**src/core/ple_pkg.sv**
```systemverilog
package ple_pkg;
   // bank geometry
   localparam int NUM_EQ      = 8;
   localparam int NUM_EXT     = 16;
   localparam int NUM_IN      = 4;
   localparam int NUM_SIG     = NUM_EXT + NUM_EQ;
   localparam int SEL_W       = 5;
   localparam int DLY_W       = 16;
   localparam int EQ_IDX_W    = 3;

   // gate operators
   typedef enum logic [2:0] {
      PLE_OP_AND  = 3'h0,
      PLE_OP_OR   = 3'h1,
      PLE_OP_NAND = 3'h2,
      PLE_OP_NOR  = 3'h3,
      PLE_OP_XOR  = 3'h4,
      PLE_OP_XNOR = 3'h5
   } ple_op_t;

   // register map, byte addresses
   localparam logic [11:0] REG_CTRL    = 12'h000;
   localparam logic [11:0] REG_EXT_IN  = 12'h004;
   localparam logic [11:0] REG_PASS    = 12'h008;
   localparam logic [11:0] REG_RES     = 12'h00C;
   localparam logic [11:0] REG_EQ_BASE = 12'h100;
   localparam logic [11:0] REG_EQ_STEP = 12'h010;
   localparam logic [3:0]  EQ_OFS_SEL  = 4'h0;
   localparam logic [3:0]  EQ_OFS_CFG  = 4'h4;
   localparam logic [3:0]  EQ_OFS_DLY  = 4'h8;
   localparam logic [3:0]  EQ_OFS_STAT = 4'hC;

   // field positions
   localparam int SEL_LSB_RST  = 20;
   localparam int CFG_LSB_OP   = 0;
   localparam int CFG_LSB_INV  = 4;
   localparam int CFG_BIT_RINV = 8;
   localparam int DLY_LSB_FALL = 16;

   // reset values
   localparam logic [31:0] RST_SEL   = 32'h0000_0000;
   localparam logic [31:0] RST_CFG   = 32'h0000_0000;
   localparam logic [31:0] RST_DLY   = 32'h0000_0000;
   localparam logic        RST_RUN   = 1'b0;

   typedef struct packed {
      logic [SEL_W-1:0] rst_sel;
      logic [NUM_IN-1:0][SEL_W-1:0] in_sel;
   } ple_sel_t;

   typedef struct packed {
      logic              rst_inv;
      logic [NUM_IN-1:0] in_inv;
      logic              cfg_pad;
      ple_op_t           op;
   } ple_cfg_t;

   typedef struct packed {
      logic [DLY_W-1:0] fall_delay_time;
      logic [DLY_W-1:0] rise_delay_time;
   } ple_dly_t;

   typedef struct packed {
      logic              latch_n;
      logic              latched;
      logic              direct;
      logic              gate;
      logic [NUM_IN-1:0] in_state;
   } ple_stat_t;
endpackage : ple_pkg

```
**src/core/ple_top.sv**
```systemverilog
// The register offsets and the AXI4-Lite register port were decided locally.
`timescale 1ns/1ns
`default_nettype none
// What this block does
// - each equation takes up to four inputs, each picked from the external signals or the equation outputs.
// - each of the four inputs can be inverted on its own before the gate.
// - the gate result passes a rise delay and a separate fall delay.
// - each equation gives a direct result and a latched result at once.
// - each equation also gives the complement of the latched result.
// - the latch is cleared only by a selected reset signal that can itself be inverted.
// - with set and reset active together the reset wins and the latch goes low.
// - equations are evaluated from the first to the last index, one per cycle, pass after pass.
// - any equation output can feed any equation input in either index direction.
// - a lower equation feeding a higher one gives the value of the same pass.
// - a higher equation feeding a lower one gives the value of the previous pass.
// - results drive relay outputs and protection blocking outputs.
// - all equation inputs and outputs can be read while running.
module ple_top
   import ple_pkg::*;
#(
   parameter int N_EQ = NUM_EQ
)(
   input  wire logic               clk_i,
   input  wire logic               nrst_i,
   input  wire logic [NUM_EXT-1:0] ext_sig_i,
   output logic      [N_EQ-1:0]    relay_o,
   output logic      [N_EQ-1:0]    block_o,
   output logic      [N_EQ-1:0]    pass_strobe_o,
   input  wire logic [11:0]        s_axi_awaddr,
   input  wire logic               s_axi_awvalid,
   output logic                    s_axi_awready,
   input  wire logic [31:0]        s_axi_wdata,
   input  wire logic [3:0]         s_axi_wstrb,
   input  wire logic               s_axi_wvalid,
   output logic                    s_axi_wready,
   output logic      [1:0]         s_axi_bresp,
   output logic                    s_axi_bvalid,
   input  wire logic               s_axi_bready,
   input  wire logic [11:0]        s_axi_araddr,
   input  wire logic               s_axi_arvalid,
   output logic                    s_axi_arready,
   output logic      [31:0]        s_axi_rdata,
   output logic      [1:0]         s_axi_rresp,
   output logic                    s_axi_rvalid,
   input  wire logic               s_axi_rready
);
   // configuration and state
   logic                    run, next_run;
   logic [N_EQ-1:0]         relay_en, next_relay_en;
   logic [N_EQ-1:0]         block_en, next_block_en;
   logic [NUM_EXT-1:0]      ext_q;
   ple_sel_t                sel [N_EQ];
   ple_sel_t                next_sel [N_EQ];
   ple_cfg_t                cfg [N_EQ];
   ple_cfg_t                next_cfg [N_EQ];
   ple_dly_t                dly [N_EQ];
   ple_dly_t                next_dly [N_EQ];
   ple_stat_t               stat [N_EQ];
   ple_stat_t               next_stat [N_EQ];
   logic [DLY_W-1:0]        cnt [N_EQ];
   logic [DLY_W-1:0]        next_cnt [N_EQ];
   logic [N_EQ-1:0]         out_vec, next_out_vec;
   logic [EQ_IDX_W-1:0]     idx, next_idx;
   logic [31:0]             pass_cnt, next_pass_cnt;
   logic [N_EQ-1:0]         next_relay, next_block, next_strobe;
   // bus
   logic                    aw_hold, next_aw_hold, w_hold, next_w_hold;
   logic [11:0]             aw_addr, next_aw_addr;
   logic [31:0]             w_data, next_w_data;
   logic [3:0]              w_strb, next_w_strb;
   logic                    bvalid, next_bvalid, rvalid, next_rvalid;
   logic [1:0]              bresp, next_bresp, rresp, next_rresp;
   logic [31:0]             rdata, next_rdata;
   logic                    aw_rdy, w_rdy, ar_rdy;

   logic [NUM_SIG-1:0]      sig_vec;
   logic [NUM_IN-1:0]       in_raw, in_eff;
   logic                    gate_v, dly_v, rst_v, lat_v;
   logic                    do_wr;
   logic [31:0]             wr_old, wr_new;
   logic [EQ_IDX_W-1:0]     wr_eq, rd_eq;
   logic                    wr_in_eq, rd_in_eq;
   logic [11:0]             wr_rel, rd_rel;

   function automatic logic [31:0] merge(input logic [31:0] old_v, input logic [31:0] new_v,
                                         input logic [3:0] strb);
      logic [31:0] r;
      r = old_v;
      for (int b = 0; b < 4; b++)
         if (strb[b])
            r[b*8 +: 8] = new_v[b*8 +: 8];
      return r;
   endfunction : merge

   // evaluation of one equation per cycle
   always_comb
   begin
      next_idx      = idx;
      next_pass_cnt = pass_cnt;
      next_out_vec  = out_vec;
      next_strobe   = '0;
      for (int e = 0; e < N_EQ; e++)
      begin
         next_stat[e] = stat[e];
         next_cnt[e]  = cnt[e];
      end
      // out_vec updates in place, so lower ones are fresh, higher ones one pass old
      sig_vec = {out_vec, ext_q};
      for (int i = 0; i < NUM_IN; i++)
         in_raw[i] = sig_vec[sel[idx].in_sel[i]];
      in_eff = in_raw ^ cfg[idx].in_inv;
      unique case (cfg[idx].op)
         PLE_OP_AND:  gate_v = &in_eff;
         PLE_OP_OR:   gate_v = |in_eff;
         PLE_OP_NAND: gate_v = ~&in_eff;
         PLE_OP_NOR:  gate_v = ~|in_eff;
         PLE_OP_XOR:  gate_v = ^in_eff;
         PLE_OP_XNOR: gate_v = ~^in_eff;
         default:     gate_v = 1'b0;
      endcase
      // counter tracks passes the gate has differed from the output
      dly_v = stat[idx].direct;
      if (gate_v == stat[idx].direct)
         next_cnt[idx] = '0;
      else if (gate_v && cnt[idx] >= dly[idx].rise_delay_time)
      begin
         dly_v = 1'b1;
         next_cnt[idx] = '0;
      end
      else if (!gate_v && cnt[idx] >= dly[idx].fall_delay_time)
      begin
         dly_v = 1'b0;
         next_cnt[idx] = '0;
      end
      else
         next_cnt[idx] = cnt[idx] + DLY_W'(1);
      rst_v = sig_vec[sel[idx].rst_sel] ^ cfg[idx].rst_inv;
      if (rst_v)
         lat_v = 1'b0;
      else
         lat_v = stat[idx].latched | dly_v;
      if (run)
      begin
         next_stat[idx].in_state = in_raw;
         next_stat[idx].gate     = gate_v;
         next_stat[idx].direct   = dly_v;
         next_stat[idx].latched  = lat_v;
         next_stat[idx].latch_n  = ~lat_v;
         next_out_vec[idx]       = dly_v;
         next_strobe[idx]        = 1'b1;
         if (idx == EQ_IDX_W'(N_EQ - 1))
         begin
            next_idx      = '0;
            next_pass_cnt = pass_cnt + 32'h0000_0001;
         end
         else
            next_idx = idx + EQ_IDX_W'(1);
      end
      else
      begin
         next_cnt[idx] = cnt[idx];
         next_idx      = '0;
      end
      for (int e = 0; e < N_EQ; e++)
      begin
         next_relay[e] = next_stat[e].direct & relay_en[e];
         next_block[e] = next_stat[e].latched & block_en[e];
      end
   end

   // register bus
   always_comb
   begin
      next_aw_hold = aw_hold;
      next_w_hold  = w_hold;
      next_aw_addr = aw_addr;
      next_w_data  = w_data;
      next_w_strb  = w_strb;
      next_bvalid  = bvalid;
      next_bresp   = bresp;
      next_rvalid  = rvalid;
      next_rresp   = rresp;
      next_rdata   = rdata;
      next_run      = run;
      next_relay_en = relay_en;
      next_block_en = block_en;
      for (int e = 0; e < N_EQ; e++)
      begin
         next_sel[e] = sel[e];
         next_cfg[e] = cfg[e];
         next_dly[e] = dly[e];
      end
      if (s_axi_awvalid && !aw_hold)
      begin
         next_aw_hold = 1'b1;
         next_aw_addr = s_axi_awaddr;
      end
      if (s_axi_wvalid && !w_hold)
      begin
         next_w_hold = 1'b1;
         next_w_data = s_axi_wdata;
         next_w_strb = s_axi_wstrb;
      end
      do_wr    = aw_hold && w_hold && !bvalid;
      wr_rel   = aw_addr - REG_EQ_BASE;
      wr_eq    = wr_rel[4 +: EQ_IDX_W];
      wr_in_eq = aw_addr >= REG_EQ_BASE && aw_addr < REG_EQ_BASE + 12'(N_EQ) * REG_EQ_STEP;
      wr_old   = 32'h0000_0000;
      wr_new   = 32'h0000_0000;
      if (do_wr)
      begin
         next_aw_hold = 1'b0;
         next_w_hold  = 1'b0;
         next_bvalid  = 1'b1;
         next_bresp   = 2'h0;
         if (aw_addr[1:0] != 2'h0)
            next_bresp = 2'h2;
         else if (aw_addr == REG_CTRL)
         begin
            wr_old = {8'h00, block_en, relay_en, 7'h00, run};
            wr_new = merge(wr_old, w_data, w_strb);
            next_run      = wr_new[0];
            next_relay_en = wr_new[8 +: N_EQ];
            next_block_en = wr_new[16 +: N_EQ];
         end
         else if (wr_in_eq && wr_rel[3:0] == EQ_OFS_SEL)
         begin
            wr_new = merge(32'(sel[wr_eq]), w_data, w_strb);
            next_sel[wr_eq] = ple_sel_t'(wr_new[SEL_LSB_RST + SEL_W - 1:0]);
         end
         else if (wr_in_eq && wr_rel[3:0] == EQ_OFS_CFG)
         begin
            wr_new = merge(32'(cfg[wr_eq]), w_data, w_strb);
            next_cfg[wr_eq] = ple_cfg_t'(wr_new[CFG_BIT_RINV:CFG_LSB_OP]);
         end
         else if (wr_in_eq && wr_rel[3:0] == EQ_OFS_DLY)
         begin
            wr_new = merge(dly[wr_eq], w_data, w_strb);
            next_dly[wr_eq] = wr_new;
         end
         else if (!(aw_addr == REG_EXT_IN || aw_addr == REG_PASS || aw_addr == REG_RES
                    || (wr_in_eq && wr_rel[3:0] == EQ_OFS_STAT)))
            next_bresp = 2'h2;
      end
      if (bvalid && s_axi_bready)
         next_bvalid = 1'b0;
      rd_rel   = s_axi_araddr - REG_EQ_BASE;
      rd_eq    = rd_rel[4 +: EQ_IDX_W];
      rd_in_eq = s_axi_araddr >= REG_EQ_BASE && s_axi_araddr < REG_EQ_BASE + 12'(N_EQ) * REG_EQ_STEP;
      if (s_axi_arvalid && !rvalid)
      begin
         next_rvalid = 1'b1;
         next_rresp  = 2'h0;
         next_rdata  = 32'h0000_0000;
         if (s_axi_araddr == REG_CTRL)
            next_rdata = {8'h00, block_en, relay_en, 7'h00, run};
         else if (s_axi_araddr == REG_EXT_IN)
            next_rdata = 32'(ext_q);
         else if (s_axi_araddr == REG_PASS)
            next_rdata = pass_cnt;
         else if (s_axi_araddr == REG_RES)
            next_rdata = 32'(out_vec);
         else if (rd_in_eq && rd_rel[3:0] == EQ_OFS_SEL)
            next_rdata = 32'(sel[rd_eq]);
         else if (rd_in_eq && rd_rel[3:0] == EQ_OFS_CFG)
            next_rdata = 32'(cfg[rd_eq]);
         else if (rd_in_eq && rd_rel[3:0] == EQ_OFS_DLY)
            next_rdata = dly[rd_eq];
         else if (rd_in_eq && rd_rel[3:0] == EQ_OFS_STAT)
            next_rdata = 32'(stat[rd_eq]);
         else
            next_rresp = 2'h2;
      end
      else if (rvalid && s_axi_rready)
         next_rvalid = 1'b0;
   end

   always_ff @(posedge clk_i)
   begin
      if (!nrst_i)
      begin
         run      <= RST_RUN;
         relay_en <= '0;
         block_en <= '0;
         ext_q    <= '0;
         out_vec  <= '0;
         idx      <= '0;
         pass_cnt <= '0;
         relay_o  <= '0;
         block_o  <= '0;
         pass_strobe_o <= '0;
         for (int e = 0; e < N_EQ; e++)
         begin
            sel[e]  <= ple_sel_t'(RST_SEL);
            cfg[e]  <= ple_cfg_t'(RST_CFG);
            dly[e]  <= RST_DLY;
            stat[e] <= '{latch_n: 1'b1, default: '0};
            cnt[e]  <= '0;
         end
         aw_hold <= 1'b0;
         w_hold  <= 1'b0;
         aw_addr <= '0;
         w_data  <= '0;
         w_strb  <= '0;
         bvalid  <= 1'b0;
         bresp   <= 2'h0;
         rvalid  <= 1'b0;
         rresp   <= 2'h0;
         rdata   <= '0;
         aw_rdy  <= 1'b1;
         w_rdy   <= 1'b1;
         ar_rdy  <= 1'b1;
      end
      else
      begin
         run      <= next_run;
         relay_en <= next_relay_en;
         block_en <= next_block_en;
         ext_q    <= ext_sig_i;
         out_vec  <= next_out_vec;
         idx      <= next_idx;
         pass_cnt <= next_pass_cnt;
         relay_o  <= next_relay;
         block_o  <= next_block;
         pass_strobe_o <= next_strobe;
         for (int e = 0; e < N_EQ; e++)
         begin
            sel[e]  <= next_sel[e];
            cfg[e]  <= next_cfg[e];
            dly[e]  <= next_dly[e];
            stat[e] <= next_stat[e];
            cnt[e]  <= next_cnt[e];
         end
         aw_hold <= next_aw_hold;
         w_hold  <= next_w_hold;
         aw_addr <= next_aw_addr;
         w_data  <= next_w_data;
         w_strb  <= next_w_strb;
         bvalid  <= next_bvalid;
         bresp   <= next_bresp;
         rvalid  <= next_rvalid;
         rresp   <= next_rresp;
         rdata   <= next_rdata;
         aw_rdy  <= !next_aw_hold;
         w_rdy   <= !next_w_hold;
         ar_rdy  <= !next_rvalid;
      end
   end

   assign s_axi_awready = aw_rdy;
   assign s_axi_wready  = w_rdy;
   assign s_axi_bvalid  = bvalid;
   assign s_axi_bresp   = bresp;
   assign s_axi_arready = ar_rdy;
   assign s_axi_rvalid  = rvalid;
   assign s_axi_rresp   = rresp;
   assign s_axi_rdata   = rdata;
endmodule : ple_top
`default_nettype wire

```
**config.mk**
```make
export PLATFORM = sky130hd
export DESIGN_NAME = ple_top
export DESIGN_NICKNAME = d
export VERILOG_FILES = /design/src/core/ple_pkg.sv /design/src/core/ple_top.sv
export SDC_FILE = /design/constraint.sdc
export NUM_CORES = 2
export LEC_CHECK = 0
export BUFFER_PORTS_ARGS = -buffer_cell sky130_fd_sc_hd__buf_2
export CORE_ASPECT_RATIO = 0.75
export CORE_UTILIZATION = 40
export DETAILED_ROUTE_END_ITERATION = 16
export HOLD_SLACK_MARGIN = 0.06
export PLACE_DENSITY = 0.66
export SYNTH_ARGS = -nofsm -noshare
export SYNTH_HDL_FRONTEND = slang
export SYNTH_SLANG_ARGS = --single-unit
```
**constraint.sdc**
```tcl
create_clock -name clk_i -period 7.5 [get_ports clk_i]
set_input_delay 0.75 -clock clk_i [delete_from_list [all_inputs] [get_ports clk_i]]
set_output_delay 0.75 -clock clk_i [all_outputs]
set_load 0.05 [all_outputs]
```
# [After elaboration in Yosys (flattened, before gate mapping)]
# Memories as Yosys holds them, arrays and structs flattened. A register that Yosys moved wholly into a read port is not among the register bits.
# Cells that the tools add are included.
# Widths: inputs -> output; s select.
[word_totals] reg_bits=191 ram_bits=720 out_inout_bits=65 n_memories=5
[op_classes] n_addsub=5 order_cmp=17 n_eq_ne=19 n_mux=201 bitwise_logic=67 n_reduce_logical=52
[mem_list] name="dly" depth=8 width=32 read_ports=11 rd_clocked_by_memory_dff=1 wr=8 line_no="ple_top.sv:56" text="ple_dly_t dly [N_EQ];"
[mem_list] name="sel" depth=8 width=25 read_ports=11 rd_clocked_by_memory_dff=1 wr=8 line_no="ple_top.sv:52" text="ple_sel_t sel [N_EQ];"
[mem_list] name="cnt" depth=8 width=16 read_ports=9 rd_clocked_by_memory_dff=1 wr=8 line_no="ple_top.sv:60" text="logic [DLY_W-1:0] cnt [N_EQ];"
[mem_list] name="cfg" depth=8 width=9 read_ports=11 rd_clocked_by_memory_dff=1 wr=8 line_no="ple_top.sv:54" text="ple_cfg_t cfg [N_EQ];"
[mem_list] name="stat" depth=8 width=8 read_ports=10 rd_clocked_by_memory_dff=1 wr=8 line_no="ple_top.sv:58" text="ple_stat_t stat [N_EQ];"
[op_table] cell="$mux 256" n=6
[op_table] cell="$mux 200" n=4
[op_table] cell="$mux 128" n=4
[op_table] cell="$mux 32" n=16
[op_table] cell="$mux 8" n=59
[op_table] cell="$mux 72" n=5
[op_table] cell="$bwmux 64" n=5
[op_table] cell="$bwmux 128" n=2
[op_table] cell="$bwmux 256" n=1
[op_table] cell="$mux 25" n=9
[op_table] cell="$bwmux 200" n=1
[op_table] cell="$mux 16" n=9
[op_table] cell="$and 128x128->128" n=1
[op_table] cell="$not 128->128" n=1
[op_table] cell="$demux 8 s3" n=5
[op_table] cell="$demux 32 s3" n=1
[op_table] cell="$mux 9" n=9
[op_table] cell="$demux 25 s3" n=1
[op_table] cell="$bwmux 72" n=1
[op_table] cell="$mux 64" n=1
[op_table] cell="$demux 16 s3" n=1
[op_table] cell="$eq 12x4->1 const B" n=4
[op_table] cell="$or 1x1->1" n=41
[op_table] cell="$add 32x1->32 const B" n=1
[op_table] cell="other kinds (49)" n=173

# [Longest topological paths before layout]
[depth] ltp_word=17 ltp_mapped=26

# [Worst setup path after synthesis]
# Ideal clock, no wire load.
[synth_path] path_kind="register to register" from="register idx[0]" to="memory cnt[3][13]" setup_time_ns=0.129 t_arrival_ns=5.100 required_ns=7.371 path_slack_ns=2.271 path_stages_with_launch=22 synth_period_minus_slack_ns=5.229 path_cell_list="dfxtp_1 -> buf_2 -> buf_4 -> buf_2 -> mux4_2 -> mux2i_2 -> mux4_2 -> mux2i_1 -> nor3_1 -> a21oi_2 -> xor2_1 -> ha_1 -> xnor2_1 -> a2111oi_0 -> o31ai_1 -> mux2i_2 -> buf_6 -> mux2_4 -> buf_2 -> o221ai_1 -> o41a_4 -> a21oi_2"
[synth_lines] item="start, declared" line_no="ple_top.sv:63" text="logic [EQ_IDX_W-1:0] idx, next_idx;"
[synth_lines] item="start signal, assigned" line_no="ple_top.sv:321" text="idx <= next_idx;"
[synth_lines] item="end, declared" line_no="ple_top.sv:60"

==> summary.txt <==
Logic synthesis
  – Post-Syn Area: 48200 sq um
  – Area share of and/or/nand/nor cells after synthesis: 16.8%
  – Yosys warns: 0
  – Post-synthesis sequential element count: 912
  – Synth top area cells: dfxtp_1 38%, mux4_2 15%, nor2_1 9.7%
  – Adder-cell share of the synthesized area: 1.04%
  – Share of the synthesized area in the top cell type: 37.9%
  – Avg Cell Area, Syn: 8.81 sq um
  – Post-synth EDFFs: 0
  – Synth async-reset ratio: 0%
  – Synth area leader: dfxtp_1
  – Largest family of logic cells by synthesized area: multiplexers
  – Top_reg_cell synth: dfxtp_1
  – Register area share after synthesis: 37.9%
  – Most frequent cells after synthesis: 1240 x nor2_1, 912 x dfxtp_1, 856 x a21oi_1
  – Post-Syn Instances: 5466
  – Mux contribution to synthesized area: 21.5%
  – Compound-cell area share of the yosys netlist: 17.9%
  – Post-synth cell types: 91
  – Post-synthesis xor/xnor area fraction: 0.706%
  – Top-count cell post-synth: nor2_1

Clocking
  – CTS max path bufs: 3
  – Worst-path clk slew: 0.06 ns
  – CTS H-tree depth: 3
  – Root Driver: clkbuf_16
  – Hold_buf cts: 0
  – Postcts setup bufs: 0
  – Clk_lat worst skew: 0.71 ns
  – # resized after CTS: 0
  – CTS tree: yes
  – # clock sinks: 912
  – Num CTS Buffers: 87

Placement
  – Port buffer count: 145
  – Dpl ws: 1.07 ns
  – Placed inst area: 50000 sq um
  – DP HPWL: 123000 microns
  – Placer Congestion: 0.973
  – Dpl cells: 6821

STA
  – Tcrit/Tclk final: 88.2%
  – Final setup vio count: 0
  – Max_slew headroom: -2.37%
  – Post-route minimum period: 6.62 ns
  – Final hold violations: 0
  – Slew at the pin closest to its max-slew limit: 1.53 ns
  – RSZ-0062 raised after global routing: no
  – Final setup margin: 0.884 ns
  – Worst clock skew: 0.0321 ns
  – Peak Freq: 0.151 GHz
  – Final max-slew violation count: 4
  – Setup_tns: 0 ns

Die
  – Core area: 119000 sq um
  – Row count: 109
  – Die Span X: 403 microns
  – Die extent in y: 303 microns
  – Starting Density: 40.6%
  – Die footprint: 122000 sq um
  – IO Pins: 148

Drt
  – WL per Instance: 26.4 microns
  – Via count: 44100
  – Drt drc: 0
  – Vias per cell: 6.31
  – WL final: 184000 microns
  – 1st-pass router iterations: 7
  – Number of routed nets with antenna violations: 0
  – DR iter-0 viols: 6544

Worst hold path
  – HP Start: ext_sig_i[12]
  – Min-Delay Path Class: in2reg
  – Hold EP: ext_q[12]$_SDFF_PN0_
  – Hold depth: 2

GRT
  – Vias in the first global route: 40700
  – Pin count of the biggest net entering global routing: 184
  – First-pass GRT wire length: 272000 microns
  – Tot GR Track Use: 29.7%
  – Initial antenna violation count: 16
  – Grt ovf: 0

Worst setup path
  – CP Data Arrival Time: 7.24 ns
  – Top delay family on crit path: compound AO/OA/AOI/OAI gates
  – R2r worst-path depth: 21
  – Crit-path max FO: 55
  – Setup crit end kind: flip-flop
  – Most used cell, CP: buf_4
  – Critical-path cell list: buf_4 -> nor2b_2 -> buf_4 -> a221o_1 -> a21oi_1 -> buf_4 -> mux2_2 -> nor3b_1 -> nor3_1 -> nor3_4 -> xnor2_1 -> ha_1 -> xnor2_1 -> a2111oi_0 -> o31ai_1 -> mux2i_2 -> buf_4 -> o21bai_2 -> a2111oi_0 -> mux2i_1 -> o31a_1
  – Setup CP Type: reg2reg
  – Slowest stage delay, CP: 0.89 ns
  – Reg2reg end: stat[6][7]$_SDFFE_PN1P_
  – Setup crit start kind: flip-flop
  – Reg2reg setup slack: 0.88 ns
  – Crit path required time: 8.13 ns
  – Slowest-stage cell, CP: dfxtp_4
  – Bufs and invs on worst path: 4
  – Reg2reg start: idx[2]$_SDFF_PP0_

Status
  – Failing checks: capacitance limit, slew limit
  – Status: complete, but fails checks

Finish
  – NumNets Final: 5479
  – Share of layout cells above drive strength 1: 17.3%
  – Final Cell Area: 53000 sq um
  – Non-Filler Instances: 6990
  – Area growth from synthesis to layout: 10.1%

Pwr
  – Pwr per Cell Area: 195 nW/um^2
  – VDD IR max: 195 uV
  – Static leakage: 0.0184 uW

Run
  – Max-cap violation count: 1
## worst reg2reg max path: cells and delay by family, from the launching register on
family	cells	cell delay (ns)
buffers and inverters	4	1.19
adder cells (fa/ha/maj)	1	0.34
XOR/XNOR	2	0.39
AO/OA/AOI/OAI	7	2.10
AND/OR/NAND/NOR	4	0.85
multiplexers	3	0.78
flip-flops	1	0.89
## where the power goes
group	switching, uW	leakage (uW)	internal, uW
Combinational	439	0.00959	171
Sequential	62.3	0.00737	4870
Clock	2060	0.00149	2750
Total	2570	0.0184	7800
## cell usage in the layout (no fill, tap or decap), types with 38 or more instances in the layout
cell type	netlist	layout
a211oi_1	52	51
a21oi_1	856	856
a22oi_1	93	93
buf_2	45	141
buf_4	16	100
clkbuf_16	0	90
dfxtp_1	912	906
ha_1	40	40
mux2_2	114	114
mux2i_1	127	127
mux4_2	331	331
nand2_1	378	362
nand2b_1	38	38
nand3_1	55	55
nor2_1	1240	1235
o21ai_0	140	140
o21ai_1	69	69
o22ai_1	54	54
## flip-flops by register name, indices dropped and copies added, names as in the netlist, 12 cells and up, named ones only
name	flops
pass_cnt	32
ext_q	16
dly	256
cfg	72
stat	64
w_data	32
cnt	128
s_axi_rdata	32
aw_addr	12
sel	200
## layout make-up
cell class,instances,area (sq um)
tap,1554,1940
clock buffer,124,2550
clock inverter,35,479
sequential,912,18300
multi-input combinational,4074,28000
inverter,32,128
fill,11300,65600
timing repair buffer,249,1600
antenna,10,25.0
## metrics by stage
step	total power, uW	hold slack [ns]	util, %
final	10400	0.256	44.7
after global routing	10600	0.242	44.7
after CTS	10400	0.234	44.7
after detailed placement	5630	0.444	42.1
after global placement	5630	0.438	42.1
after floorplan	5420	0.429	-
## how the worst max path moves through the flow
stage	slack [ns]	start	cells after the start	endpoint
after floorplan	2.27	idx[0]$_SDFF_PP0_	21	cnt[3][13]$_SDFF_PN0_
after global placement	1.17	idx[2]$_SDFF_PP0_	21	stat[5][7]$_SDFFE_PN1P_
after detailed placement	1.07	idx[2]$_SDFF_PP0_	21	block_o[5]$_SDFF_PN0_
after CTS	1.06	idx[2]$_SDFF_PP0_	21	stat[6][7]$_SDFFE_PN1P_
after global routing	0.52	idx[2]$_SDFF_PP0_	21	stat[6][7]$_SDFFE_PN1P_
final	0.88	idx[2]$_SDFF_PP0_	21	stat[6][7]$_SDFFE_PN1P_
## kinds of logic after synthesis
kind of cell	after synthesis
AOI/OAI and AO/OA	1466
xor gates and xnor gates	38
buffers and inverters	481
muxes	595
adders and majority gates	40
and+or+nand+nor	1933
other	1
DFF	912
## per-layer routing
layer | wire (microns) | share of wire (%) | GRT usage [%]
met1 | 73000 | 40 | 39.9
met2 | 71200 | 39 | 39.9
met3 | 32700 | 18 | 15.4
met4 | 7300 | 4.0 | 10.9
met5 | 123 | 0.067 | 0
(Power assumes the default switching activity.)
